**src/core/pmcd_pkg.sv**
```systemverilog
package pmcd_pkg;

  // Register byte addresses
  localparam logic [31:0] PMCD_PREKEY_ADDR  = 32'hFFFF_0404;
  localparam logic [31:0] PMCD_CTRL_ADDR    = 32'hFFFF_0408;
  localparam logic [31:0] PMCD_POSTKEY_ADDR = 32'hFFFF_040C;
  localparam logic [31:0] PMCD_STATUS_ADDR  = 32'hFFFF_0480;

  // Key values
  localparam logic [31:0] PMCD_PREKEY_VALUE  = 32'h0000_0001;
  localparam logic [31:0] PMCD_POSTKEY_VALUE = 32'h0000_00F4;

  // Control register layout and reset value
  localparam logic [7:0]  PMCD_CTRL_RESET = 8'h79;
  localparam int unsigned PMCD_PREC_BIT   = 7;
  localparam int unsigned PMCD_XTAL_BIT   = 6;
  localparam int unsigned PMCD_PLL_BIT    = 5;
  localparam int unsigned PMCD_PERIPH_BIT = 4;
  localparam int unsigned PMCD_CORE_BIT   = 3;
  localparam int unsigned PMCD_DIV_LSB    = 0;
  localparam int unsigned PMCD_DIV_W      = 3;
  localparam logic [7:0]  PMCD_WAKE_MASK  = 8'h38;

  // Status register layout
  localparam int unsigned PMCD_STAT_PREC_BIT    = 0;
  localparam int unsigned PMCD_STAT_XTAL_BIT    = 1;
  localparam int unsigned PMCD_STAT_PLL_BIT     = 2;
  localparam int unsigned PMCD_STAT_PERIPH_BIT  = 3;
  localparam int unsigned PMCD_STAT_CORE_BIT    = 4;
  localparam int unsigned PMCD_STAT_ARMED_BIT   = 5;
  localparam int unsigned PMCD_STAT_PENDING_BIT = 6;
  localparam int unsigned PMCD_STAT_WAKEPIN_BIT = 7;

  // Peripheral domains: sram, flash, gpio, spi, uart
  localparam int unsigned PMCD_PERIPH_DOMAINS = 5;

  // Bus responses
  localparam logic [1:0] PMCD_RESP_OKAY   = 2'h0;
  localparam logic [1:0] PMCD_RESP_SLVERR = 2'h2;

  typedef enum logic [1:0] {
    PMCD_KEY_IDLE,
    PMCD_KEY_ARMED,
    PMCD_KEY_PENDING
  } pmcd_key_t;

endpackage

```
**src/core/pmcd_core_div.sv**
```systemverilog
`timescale 1ns/100ps
module pmcd_core_div
  import pmcd_pkg::*;
#(
  parameter int unsigned DIV_W = PMCD_DIV_W
) (
  input  wire logic             clk,
  input  wire logic             reset,
  input  wire logic             pll_tick,
  input  wire logic             run,
  input  wire logic [DIV_W-1:0] divide,
  output logic                  core_tick
);

  localparam int unsigned CNT_W = (1 << DIV_W) - 1;

  if (DIV_W < 1 || DIV_W > 4) begin : g_check
    $error("pmcd_core_div: DIV_W must be 1 to 4");
  end

  logic [CNT_W-1:0] cnt_reg;
  logic [CNT_W-1:0] cnt_next;
  logic [CNT_W-1:0] terminal;
  logic             tick_reg;
  logic             tick_next;

  // Divide PLL ticks by two to the power of the code
  always_comb begin
    terminal  = CNT_W'((1 << divide) - 1);
    cnt_next  = cnt_reg;
    tick_next = 1'b0;
    if (!run) begin
      cnt_next = '0;
    end else if (pll_tick) begin
      if (cnt_reg >= terminal) begin
        cnt_next  = '0;
        tick_next = 1'b1;
      end else begin
        cnt_next = cnt_reg + CNT_W'(1);
      end
    end
  end

  always_ff @(posedge clk or posedge reset) begin
    if (reset) begin
      cnt_reg  <= '0;
      tick_reg <= 1'b0;
    end else begin
      cnt_reg  <= cnt_next;
      tick_reg <= tick_next;
    end
  end

  assign core_tick = tick_reg;
endmodule

```
**src/core/pmcd_top.sv**
```systemverilog
// Behaviour
// - Bit 7 clear powers down precision input
// - Bit 6 clear powers down crystal circuitry
// - Bit 5 clear powers down the PLL
// - PLL off only with core and peripherals
// - Peripherals off only with core in same write
// - Bit 3 clear powers down the core
// - PLL, peripheral and core enables set at reset and on wake
// - Core clock is PLL over two-power code
// - PLL-clocked timers stop with the PLL
// - Peripheral power-down covers five interface domains
// - LIN wake works with peripherals down
// - Wake-up timer runs on low-power oscillator
// - Control write needs pre and post keys
//
// The AXI4-Lite register port and the placing of the registers were left to the implementer.
`timescale 1ns/100ps
module pmcd_top
  import pmcd_pkg::*;
(
  input  wire logic                           clk,
  input  wire logic                           reset,
  input  wire logic [31:0]                    s_axi_awaddr,
  input  wire logic                           s_axi_awvalid,
  output logic                                s_axi_awready,
  input  wire logic [31:0]                    s_axi_wdata,
  input  wire logic [3:0]                     s_axi_wstrb,
  input  wire logic                           s_axi_wvalid,
  output logic                                s_axi_wready,
  output logic [1:0]                          s_axi_bresp,
  output logic                                s_axi_bvalid,
  input  wire logic                           s_axi_bready,
  input  wire logic [31:0]                    s_axi_araddr,
  input  wire logic                           s_axi_arvalid,
  output logic                                s_axi_arready,
  output logic [31:0]                         s_axi_rdata,
  output logic [1:0]                          s_axi_rresp,
  output logic                                s_axi_rvalid,
  input  wire logic                           s_axi_rready,
  input  wire logic                           high_voltage_config,
  input  wire logic                           pll_tick,
  input  wire logic                           wake_pin,
  input  wire logic                           lin_wake,
  input  wire logic                           wakeup_timer_wake,
  input  wire logic                           wakeup_timer_lp_sel,
  output logic                                precision_osc_en,
  output logic                                xtal_en,
  output logic                                pll_en,
  output logic                                periph_en,
  output logic [PMCD_PERIPH_DOMAINS-1:0]      periph_domain_en,
  output logic                                core_en,
  output logic                                core_clk_tick,
  output logic                                pll_timer_tick,
  output logic                                wakeup_timer_run
);

  // Bus write side
  logic        aw_hold_reg;
  logic        aw_hold_next;
  logic [31:0] aw_addr_reg;
  logic [31:0] aw_addr_next;
  logic        w_hold_reg;
  logic        w_hold_next;
  logic [31:0] w_data_reg;
  logic [31:0] w_data_next;
  logic [3:0]  w_strb_reg;
  logic [3:0]  w_strb_next;
  logic        bvalid_reg;
  logic        bvalid_next;
  logic [1:0]  bresp_reg;
  logic [1:0]  bresp_next;
  logic        do_write;
  logic        wr_mapped;

  assign s_axi_awready = !aw_hold_reg && !bvalid_reg;
  assign s_axi_wready  = !w_hold_reg && !bvalid_reg;
  assign do_write      = aw_hold_reg && w_hold_reg && !bvalid_reg;
  assign wr_mapped     = aw_addr_reg == PMCD_PREKEY_ADDR || aw_addr_reg == PMCD_CTRL_ADDR ||
                         aw_addr_reg == PMCD_POSTKEY_ADDR || aw_addr_reg == PMCD_STATUS_ADDR;

  always_comb begin
    aw_hold_next = aw_hold_reg;
    aw_addr_next = aw_addr_reg;
    w_hold_next  = w_hold_reg;
    w_data_next  = w_data_reg;
    w_strb_next  = w_strb_reg;
    bvalid_next  = bvalid_reg;
    bresp_next   = bresp_reg;
    if (s_axi_awvalid && s_axi_awready) begin
      aw_hold_next = 1'b1;
      aw_addr_next = s_axi_awaddr;
    end
    if (s_axi_wvalid && s_axi_wready) begin
      w_hold_next = 1'b1;
      w_data_next = s_axi_wdata;
      w_strb_next = s_axi_wstrb;
    end
    if (do_write) begin
      aw_hold_next = 1'b0;
      w_hold_next  = 1'b0;
      bvalid_next  = 1'b1;
      bresp_next   = wr_mapped ? PMCD_RESP_OKAY : PMCD_RESP_SLVERR;
    end else if (bvalid_reg && s_axi_bready) begin
      bvalid_next = 1'b0;
    end
  end

  always_ff @(posedge clk or posedge reset) begin
    if (reset) begin
      aw_hold_reg <= 1'b0;
      aw_addr_reg <= 32'h0000_0000;
      w_hold_reg  <= 1'b0;
      w_data_reg  <= 32'h0000_0000;
      w_strb_reg  <= 4'h0;
      bvalid_reg  <= 1'b0;
      bresp_reg   <= PMCD_RESP_OKAY;
    end else begin
      aw_hold_reg <= aw_hold_next;
      aw_addr_reg <= aw_addr_next;
      w_hold_reg  <= w_hold_next;
      w_data_reg  <= w_data_next;
      w_strb_reg  <= w_strb_next;
      bvalid_reg  <= bvalid_next;
      bresp_reg   <= bresp_next;
    end
  end

  assign s_axi_bvalid = bvalid_reg;
  assign s_axi_bresp  = bresp_reg;

  // Wake pin synchroniser and filter
  logic [2:0] wake_sync_reg;
  logic [2:0] wake_sync_next;
  logic       wake_level_reg;
  logic       wake_level_next;
  logic       wake_pin_event;
  logic       wake_event;

  always_comb begin
    wake_sync_next  = {wake_sync_reg[1:0], wake_pin};
    wake_level_next = wake_level_reg;
    if (wake_sync_reg[1] == wake_sync_reg[2]) begin
      wake_level_next = wake_sync_reg[2];
    end
  end

  always_ff @(posedge clk or posedge reset) begin
    if (reset) begin
      wake_sync_reg  <= 3'h0;
      wake_level_reg <= 1'b0;
    end else begin
      wake_sync_reg  <= wake_sync_next;
      wake_level_reg <= wake_level_next;
    end
  end

  assign wake_pin_event = wake_sync_reg[1] && wake_sync_reg[2] && !wake_level_reg;
  // LIN and wake-up timer wakes do not depend on the peripheral enable
  assign wake_event = wake_pin_event || lin_wake || wakeup_timer_wake;

  // Key sequence and control register
  pmcd_key_t  key_reg;
  pmcd_key_t  key_next;
  logic [7:0] pend_data_reg;
  logic [7:0] pend_data_next;
  logic [7:0] ctrl_reg;
  logic [7:0] ctrl_next;
  logic       full_word;
  logic       is_prekey;
  logic       is_postkey;
  logic       is_ctrl_wr;
  logic       commit;
  logic [7:0] legal;

  assign full_word  = w_strb_reg == 4'hF;
  assign is_prekey  = aw_addr_reg == PMCD_PREKEY_ADDR && full_word && w_data_reg == PMCD_PREKEY_VALUE;
  assign is_postkey = aw_addr_reg == PMCD_POSTKEY_ADDR && full_word && w_data_reg == PMCD_POSTKEY_VALUE;
  assign is_ctrl_wr = aw_addr_reg == PMCD_CTRL_ADDR && w_strb_reg[0];
  assign commit     = do_write && key_reg == PMCD_KEY_PENDING && is_postkey;

  always_comb begin
    key_next       = key_reg;
    pend_data_next = pend_data_reg;
    if (do_write) begin
      case (key_reg)
        PMCD_KEY_IDLE: begin
          key_next = is_prekey ? PMCD_KEY_ARMED : PMCD_KEY_IDLE;
        end
        PMCD_KEY_ARMED: begin
          if (is_ctrl_wr) begin
            key_next       = PMCD_KEY_PENDING;
            pend_data_next = w_data_reg[7:0];
          end else begin
            key_next = is_prekey ? PMCD_KEY_ARMED : PMCD_KEY_IDLE;
          end
        end
        PMCD_KEY_PENDING: begin
          key_next = is_prekey ? PMCD_KEY_ARMED : PMCD_KEY_IDLE;
        end
        default: begin
          key_next = PMCD_KEY_IDLE;
        end
      endcase
    end
  end

  always_comb begin
    legal                  = pend_data_reg;
    legal[PMCD_PERIPH_BIT] = pend_data_reg[PMCD_PERIPH_BIT] || pend_data_reg[PMCD_CORE_BIT];
    legal[PMCD_PLL_BIT]    = pend_data_reg[PMCD_PLL_BIT] || legal[PMCD_PERIPH_BIT];
    ctrl_next              = ctrl_reg;
    if (commit) begin
      ctrl_next = legal;
    end
    if (wake_event) begin
      ctrl_next = ctrl_next | PMCD_WAKE_MASK;
    end
  end

  always_ff @(posedge clk or posedge reset) begin
    if (reset) begin
      key_reg       <= PMCD_KEY_IDLE;
      pend_data_reg <= 8'h00;
      ctrl_reg      <= PMCD_CTRL_RESET;
    end else begin
      key_reg       <= key_next;
      pend_data_reg <= pend_data_next;
      ctrl_reg      <= ctrl_next;
    end
  end

  // Power and clock outputs
  logic prec_reg;
  logic prec_next;
  logic timer_tick_reg;
  logic timer_tick_next;
  logic wt_run_reg;
  logic wt_run_next;

  always_comb begin
    prec_next       = ctrl_reg[PMCD_PREC_BIT] && high_voltage_config;
    timer_tick_next = pll_tick && ctrl_reg[PMCD_PLL_BIT];
    wt_run_next     = wakeup_timer_lp_sel || ctrl_reg[PMCD_PERIPH_BIT];
  end

  always_ff @(posedge clk or posedge reset) begin
    if (reset) begin
      prec_reg       <= 1'b0;
      timer_tick_reg <= 1'b0;
      wt_run_reg     <= 1'b0;
    end else begin
      prec_reg       <= prec_next;
      timer_tick_reg <= timer_tick_next;
      wt_run_reg     <= wt_run_next;
    end
  end

  assign precision_osc_en = prec_reg;
  assign xtal_en          = ctrl_reg[PMCD_XTAL_BIT];
  assign pll_en           = ctrl_reg[PMCD_PLL_BIT];
  assign periph_en        = ctrl_reg[PMCD_PERIPH_BIT];
  assign periph_domain_en = {PMCD_PERIPH_DOMAINS{ctrl_reg[PMCD_PERIPH_BIT]}};
  assign core_en          = ctrl_reg[PMCD_CORE_BIT];
  assign pll_timer_tick   = timer_tick_reg;
  assign wakeup_timer_run = wt_run_reg;

  pmcd_core_div #(
    .DIV_W (PMCD_DIV_W)
  ) u_div (
    .clk       (clk),
    .reset     (reset),
    .pll_tick  (pll_tick),
    .run       (ctrl_reg[PMCD_PLL_BIT] && ctrl_reg[PMCD_CORE_BIT]),
    .divide    (ctrl_reg[PMCD_DIV_LSB +: PMCD_DIV_W]),
    .core_tick (core_clk_tick)
  );

  // Bus read side
  logic        rvalid_reg;
  logic        rvalid_next;
  logic [31:0] rdata_reg;
  logic [31:0] rdata_next;
  logic [1:0]  rresp_reg;
  logic [1:0]  rresp_next;
  logic [7:0]  status;

  assign s_axi_arready = !rvalid_reg;

  always_comb begin
    status                        = 8'h00;
    status[PMCD_STAT_PREC_BIT]    = prec_reg;
    status[PMCD_STAT_XTAL_BIT]    = ctrl_reg[PMCD_XTAL_BIT];
    status[PMCD_STAT_PLL_BIT]     = ctrl_reg[PMCD_PLL_BIT];
    status[PMCD_STAT_PERIPH_BIT]  = ctrl_reg[PMCD_PERIPH_BIT];
    status[PMCD_STAT_CORE_BIT]    = ctrl_reg[PMCD_CORE_BIT];
    status[PMCD_STAT_ARMED_BIT]   = key_reg == PMCD_KEY_ARMED;
    status[PMCD_STAT_PENDING_BIT] = key_reg == PMCD_KEY_PENDING;
    status[PMCD_STAT_WAKEPIN_BIT] = wake_level_reg;
    rvalid_next                   = rvalid_reg;
    rdata_next                    = rdata_reg;
    rresp_next                    = rresp_reg;
    if (s_axi_arvalid && s_axi_arready) begin
      rvalid_next = 1'b1;
      rresp_next  = PMCD_RESP_OKAY;
      case (s_axi_araddr)
        PMCD_CTRL_ADDR:    rdata_next = {24'h00_0000, ctrl_reg};
        PMCD_STATUS_ADDR:  rdata_next = {24'h00_0000, status};
        PMCD_PREKEY_ADDR:  rdata_next = 32'h0000_0000;
        PMCD_POSTKEY_ADDR: rdata_next = 32'h0000_0000;
        default: begin
          rdata_next = 32'h0000_0000;
          rresp_next = PMCD_RESP_SLVERR;
        end
      endcase
    end else if (rvalid_reg && s_axi_rready) begin
      rvalid_next = 1'b0;
    end
  end

  always_ff @(posedge clk or posedge reset) begin
    if (reset) begin
      rvalid_reg <= 1'b0;
      rdata_reg  <= 32'h0000_0000;
      rresp_reg  <= PMCD_RESP_OKAY;
    end else begin
      rvalid_reg <= rvalid_next;
      rdata_reg  <= rdata_next;
      rresp_reg  <= rresp_next;
    end
  end

  assign s_axi_rvalid = rvalid_reg;
  assign s_axi_rdata  = rdata_reg;
  assign s_axi_rresp  = rresp_reg;
endmodule

```
**config.mk**
```make
export PLATFORM = sky130hd
export DESIGN_NAME = pmcd_top
export DESIGN_NICKNAME = d
export VERILOG_FILES = /design/src/core/pmcd_pkg.sv /design/src/core/pmcd_core_div.sv /design/src/core/pmcd_top.sv
export SDC_FILE = /design/constraint.sdc
export NUM_CORES = 1
export LEC_CHECK = 0
export CAP_MARGIN = 5
export CELL_PAD_IN_SITES_DETAIL_PLACEMENT = 1
export CELL_PAD_IN_SITES_GLOBAL_PLACEMENT = 1
export CORE_MARGIN = 4
export CORE_UTILIZATION = 40
export DETAILED_ROUTE_END_ITERATION = 16
export DONT_BUFFER_PORTS = 1
export PLACE_DENSITY = 0.63
export SLEW_MARGIN = 20
export SYNTH_ARGS = -nofsm -noshare
export SYNTH_HDL_FRONTEND = slang
export SYNTH_SLANG_ARGS = --single-unit
export TNS_END_PERCENT = 20
```
**constraint.sdc**
```tcl
create_clock -name clk -period 8.8 [get_ports clk]
set_input_delay 0.88 -clock clk [delete_from_list [all_inputs] [get_ports clk]]
set_output_delay 0.88 -clock clk [all_outputs]
set_load 0.01 [all_outputs]
```
==> After elaboration in Yosys (flattened, before gate mapping) <==
Index checks and enable logic that the tools add are counted.
{ "totals": {"ff_bits": 141, "latch_bits": 0, "mem_bits_rw": 0, "romBits": 0, "in_bits": 113, "out_inout_bits": 54, "elab_cells": 105, "n_memories": 0} }
{ "op_classes": {"n_addsub": 2, "mul": 0, "div_mod_pow": 0, "order_cmp": 1, "eq_ne": 15, "shift": 1, "n_mux": 22, "bitwise_logic": 0, "n_reduce_logical": 43} }
{ "ops": {"columns": ["operator", "count"], "rows": [
  ["$eq A32 B32 Y1 const B", 8],
  ["$eq A32 B1 Y1 const B", 1],
  ["$eq A32 B8 Y1 const B", 1],
  ["$logic_and A1 B1 Y1", 21],
  ["$mux W7", 3],
  ["$pmux W8 S2", 1],
  ["$mux W1", 12],
  ["$reduce_bool A2 Y1", 5],
  ["$logic_or A1 B1 Y1", 8],
  ["$mux W8", 1],
  ["$add A7 B1 Y7 const B", 1],
  ["$ge A7 B7 Y1", 1],
  ["$shl A1 B3 Y7 const A", 1],
  ["$sub A7 B2 Y7 const B", 1],
  ["$mux W2", 3],
  ["$mux W6", 1],
  ["$logic_not A1 Y1", 5],
  ["$eq A4 B4 Y1 const B", 1],
  ["$pmux W2 S2", 1],
  ["$reduce_or A4 Y1", 1],
  ["$reduce_and A3 Y1", 1],
  ["$eq A2 B1 Y1 const B", 1],
  ["$eq A2 B2 Y1 const B", 1],
  ["$logic_not A2 Y1", 1],
  ["3 further kinds", 3]
]} }

==> Longest topological paths before layout <==
{ "depth": {"depth_word": 6, "ltp_mapped": 8} }

==> By module <==
A second synthesis with hierarchy kept.
{ "unflattened": {"hier_cells": 419, "hier_area_um2": 5261.3} }
{ "modules_own_cells": {"columns": ["module", "n_inst", "cells_per_inst", "area_per_inst_um2", "seq_area_each_um2"], "rows": [
  ["pmcd_top", 1, 355, 4690.7, 2683.8],
  ["pmcd_core_div", 1, 64, 570.5, 200.2]
]} }

==> Worst setup path before layout <==
OpenSTA, ideal clock, no wires.
{ "synth_path": {"path_kind": "input to register", "startpoint": "input s_axi_araddr[6]", "endpoint": "register rdata_reg[5], in the netlist s_axi_rdata[5]", "setup_time_ns": 0.066, "arrival_ns": 2.099, "slack_ns": 6.635, "path_stages": 6, "path_buffers": 1, "path_cell_list": "nor4b_1 > nand4_1 > nand2b_1 > nor4bb_1 > clkbuf_1 > a221o_1"} }
{ "synth_between": {"elab_chain_cells": 2} }
{ "synth_rtl": {"columns": ["element", "line_no", "rtl"], "rows": [
  ["start, declared", "pmcd_top.sv:33", "input wire logic [31:0] s_axi_araddr,"],
  ["$eq A32 B32 Y1", "pmcd_top.sv:305", "case (s_axi_araddr)"],
  ["$pmux W8 S2 *", "pmcd_top.sv:305", null],
  ["end signal, assigned", "pmcd_top.sv:327", "rdata_reg <= rdata_next;"],
  ["end, declared", "pmcd_top.sv:281", "logic [31:0] rdata_reg;"]
]} }
Mark *: on every way between the ends. The rest lies on a longest branch, timed or not.
A chain may end at the register's enable or synchronous reset.

==> Worst setup path after layout <==
{ "layout_path": {"startpoint": "register w_data_reg[8]", "endpoint": "register ctrl_reg[1]"} }
{ "layout_between": {"elab_chain_cells": 5} }
{ "layout_rtl": {"columns": ["element", "line_no", "rtl"], "rows": [
  ["start, declared", "pmcd_top.sv:64", "logic [31:0] w_data_reg;"],
  ["start signal, assigned", "pmcd_top.sv:121", "w_data_reg <= w_data_next;"],
  ["$eq A32 B8 Y1", "pmcd_top.sv:177", "assign is_postkey = aw_addr_reg == PMCD_POSTKEY_ADDR && full_word && w_data_reg == PMCD_POSTKEY_VALUE;"],
  ["$logic_and A1 B1 Y1", "pmcd_top.sv:177", null],
  ["$logic_and A1 B1 Y1", "pmcd_top.sv:179", "assign commit = do_write && key_reg == PMCD_KEY_PENDING && is_postkey;"],
  ["$mux W8", "pmcd_top.sv:212", "if (commit) begin"],
  ["$mux W6", "pmcd_top.sv:215", "if (wake_event) begin"],
  ["end signal, assigned", "pmcd_top.sv:228", "ctrl_reg <= ctrl_next;"],
  ["end, declared", "pmcd_top.sv:166", "logic [7:0] ctrl_reg;"]
]} }
Every way passes these cells. The select of a mux whose other input is x is not followed.

==> impl_metrics.ini <==
[hold_path]
holdCritStartpoint = wake_sync_reg[0]
hp-class = reg2reg

[cts]
postCtsSetupBuffers = 0
clk_pin_slew_ns = 0.05
cts_root_buf = clkbuf_16
clockBufferDepth = 2
cts_sinks = 115
cts_tree = done
cts_hold_buf = 0
cts.repair.resized = 0
numCtsBuffers = 17
clkLatencyLatePin_ns = 0.41
htreeDepth = 4

[pwr]
leakagePower_nw = 2.58
ir_drop_mv = 0.171
power_per_cell_area_nw_per_um2 = 303

[sta]
timing.final.crit_share = 0.294
hold_ws_ns = 0.356
fin_skew_ns = 0.0108
slew_viol_final = 0
max_freq_mhz = 387
layout_min_cycle_time_ns = 2.58
rsz0062_at_grt = no
relSlewSlack = 0.457
hold_viol = 0
setup_tns_ns = 0
setup_viol = 0
tightestPinTransition_ns = 0.803

[floorplan]
die_w_um = 122
row_count = 41
fp.dieArea_sq_um = 15000
die_y_um = 122
start_util = 0.411
coreArea_sq_um = 12700
io_pins = 167

[route]
wirelength_mm = 10.8
drt_iter0_drc = 128
drc = 0
ant_nets = 0
vias_per_cell = 5.27
drt_first_pass_iters = 4
vias = 3082
wl_per_cell_um = 18.5

[synth]
seq_area_frac_synth = 0.552
ys_warn_count = 0
synth-edff-count = 0
syn_inst = 401
syn_area_sq_um = 5230
synthFlopType = dfrtp_1
synth_top_cell_area_share = 0.526
yosys.area.top_type = dfrtp_1
ys_ff_latch = 115
ys_top_cells_by_area = dfrtp_1 (53%), mux2_2 (17%), buf_4 (4.5%), dfstp_2 (2.5%), ha_1 (2.2%)
ys_types = 48
postSynthAreaPerCell_sq_um = 13.0
synthArstFlopShare = 1.00

[worst_setup_path]
worstSetupStartpointType = register
worstPathArrival_ns = 2.87
setup.worst_path.class = reg2reg
setup.worst_path.end_class = register
crit_start = w_data_reg[8]
critical_path_required_ns = 9.09
r2r-start = w_data_reg[8]
critPathMaxFanout = 8

[grt]
grt_pass1_vias = 3461
grt_pass1_wl_mm = 17.2
antenna_found_initial = 1
grt_max_degree = 63
grt_usage = 0.151
overflow = 0

[layout]
num-nets-final = 524
final_common_cell = dfrtp_1
antenna_cells = 0
final_cell_mix = dfrtp_1 (110), mux2_2 (77), conb_1 (26), clkbuf_16 (17), nand2_1 (14)
area_growth_syn_to_layout_pct = 11.5
drive_gt1_frac = 0.298

[placement]
hpwl_mm = 7.94
port_buffers = 0
gp_congestion = 0.709

[run]
drv_cap = 0

[outcome]
outcome = finished clean
## Yosys cell counts (all sizes together) (2+ instances only)
cell,instances
dfrtp,110
mux2,82
buf,32
clkbuf,14
nand2,14
nand4,12
a21o,10
ha,9
inv,9
nor2,9
o21ai,8
nor4,7
a22o,6
nor2b,6
dfstp,5
nor4b,5
or3,5
or4,5
xor2,5
a211oi,4
and2,4
nand2b,4
nor4bb,4
a21oi,3
a221oi,3
mux2i,3
a221o,2
nand3,2
nand3b,2
nand4b,2
nor3,2
nor3b,2
o2111ai,2
## stage by stage
stage	area [sq um]	utilization	setup WS (ns)	power, W	cells
finish	5830	0.458	6.22	0.00176	585
global route	5830	0.458	6.11	0.00188	585
CTS	5820	0.458	6.17	0.00180	585
detailed placement	5270	0.414	5.86	0.00115	555
global placement	5270	0.414	5.99	0.00112	555
floorplan	5320	-	4.88	0.00107	426
## per-layer routing
| layer | up-vias | global-route usage | routed length, um |
|---|---|---|---|
| li1 | 1399 | - | - |
| met1 | 1543 | 0.168 | 4280 |
| met2 | 122 | 0.241 | 5220 |
| met3 | 16 | 0.0885 | 1140 |
| met4 | 2 | 0.0539 | 156 |
| met5 | - | 0 | 20 |
## cell families after synthesis
| logic type | after synthesis | share of synthesized area |
|---|---|---|
| AO/OA/AOI/OAI | 41 | 0.0572 |
| multiplexers | 85 | 0.186 |
| buffers and inverters | 55 | 0.0632 |
| adder cells (fa/ha/maj) | 9 | 0.0215 |
| XOR/XNOR | 5 | 0.00837 |
| other | 1 | 0.000717 |
| AND/OR/NAND/NOR | 90 | 0.112 |
| flip-flops | 115 | 0.552 |
## power breakdown
group          internal, W  switching, W
registers         0.000703      0.000106
clock network     0.000421      0.000217
logic             0.000193      0.000125
total              0.00132      0.000448
## layout make-up
type,instances,area [sq um]
Timing Repair Buffer,3,22.5
Inverter,9,36.3
Tap cell,172,215
Clock buffer,26,509
Fill cell,1339,6890
Multi-Input combinational cell,256,2110
Sequential cell,115,2880
Clock inverter,4,47.5
## worst max-delay path, stage by stage, from the launching register on
cell,delay [ns]
dfrtp_1,0.38
or4_1,0.54
nor4_1,0.42
nand4_1,0.19
or3_1,0.57
mux2_4,0.37
## final timing paths
| path | end | slack, ns | cells after the start |
|---|---|---|---|
| max in group asynchronous | w_data_reg[2] | 7.14 | 2 |
| worst max-delay path | ctrl_reg[1] | 6.22 | 5 |
| worst max register to register | ctrl_reg[1] | 6.22 | 5 |
| worst min-delay path | wake_sync_reg[1] | 0.36 | 0 |
| worst min register to register | wake_sync_reg[1] | 0.36 | 0 |
| min in group asynchronous | u_div.cnt_reg[4] | 0.45 | 1 |
(Power assumes the default switching activity.)
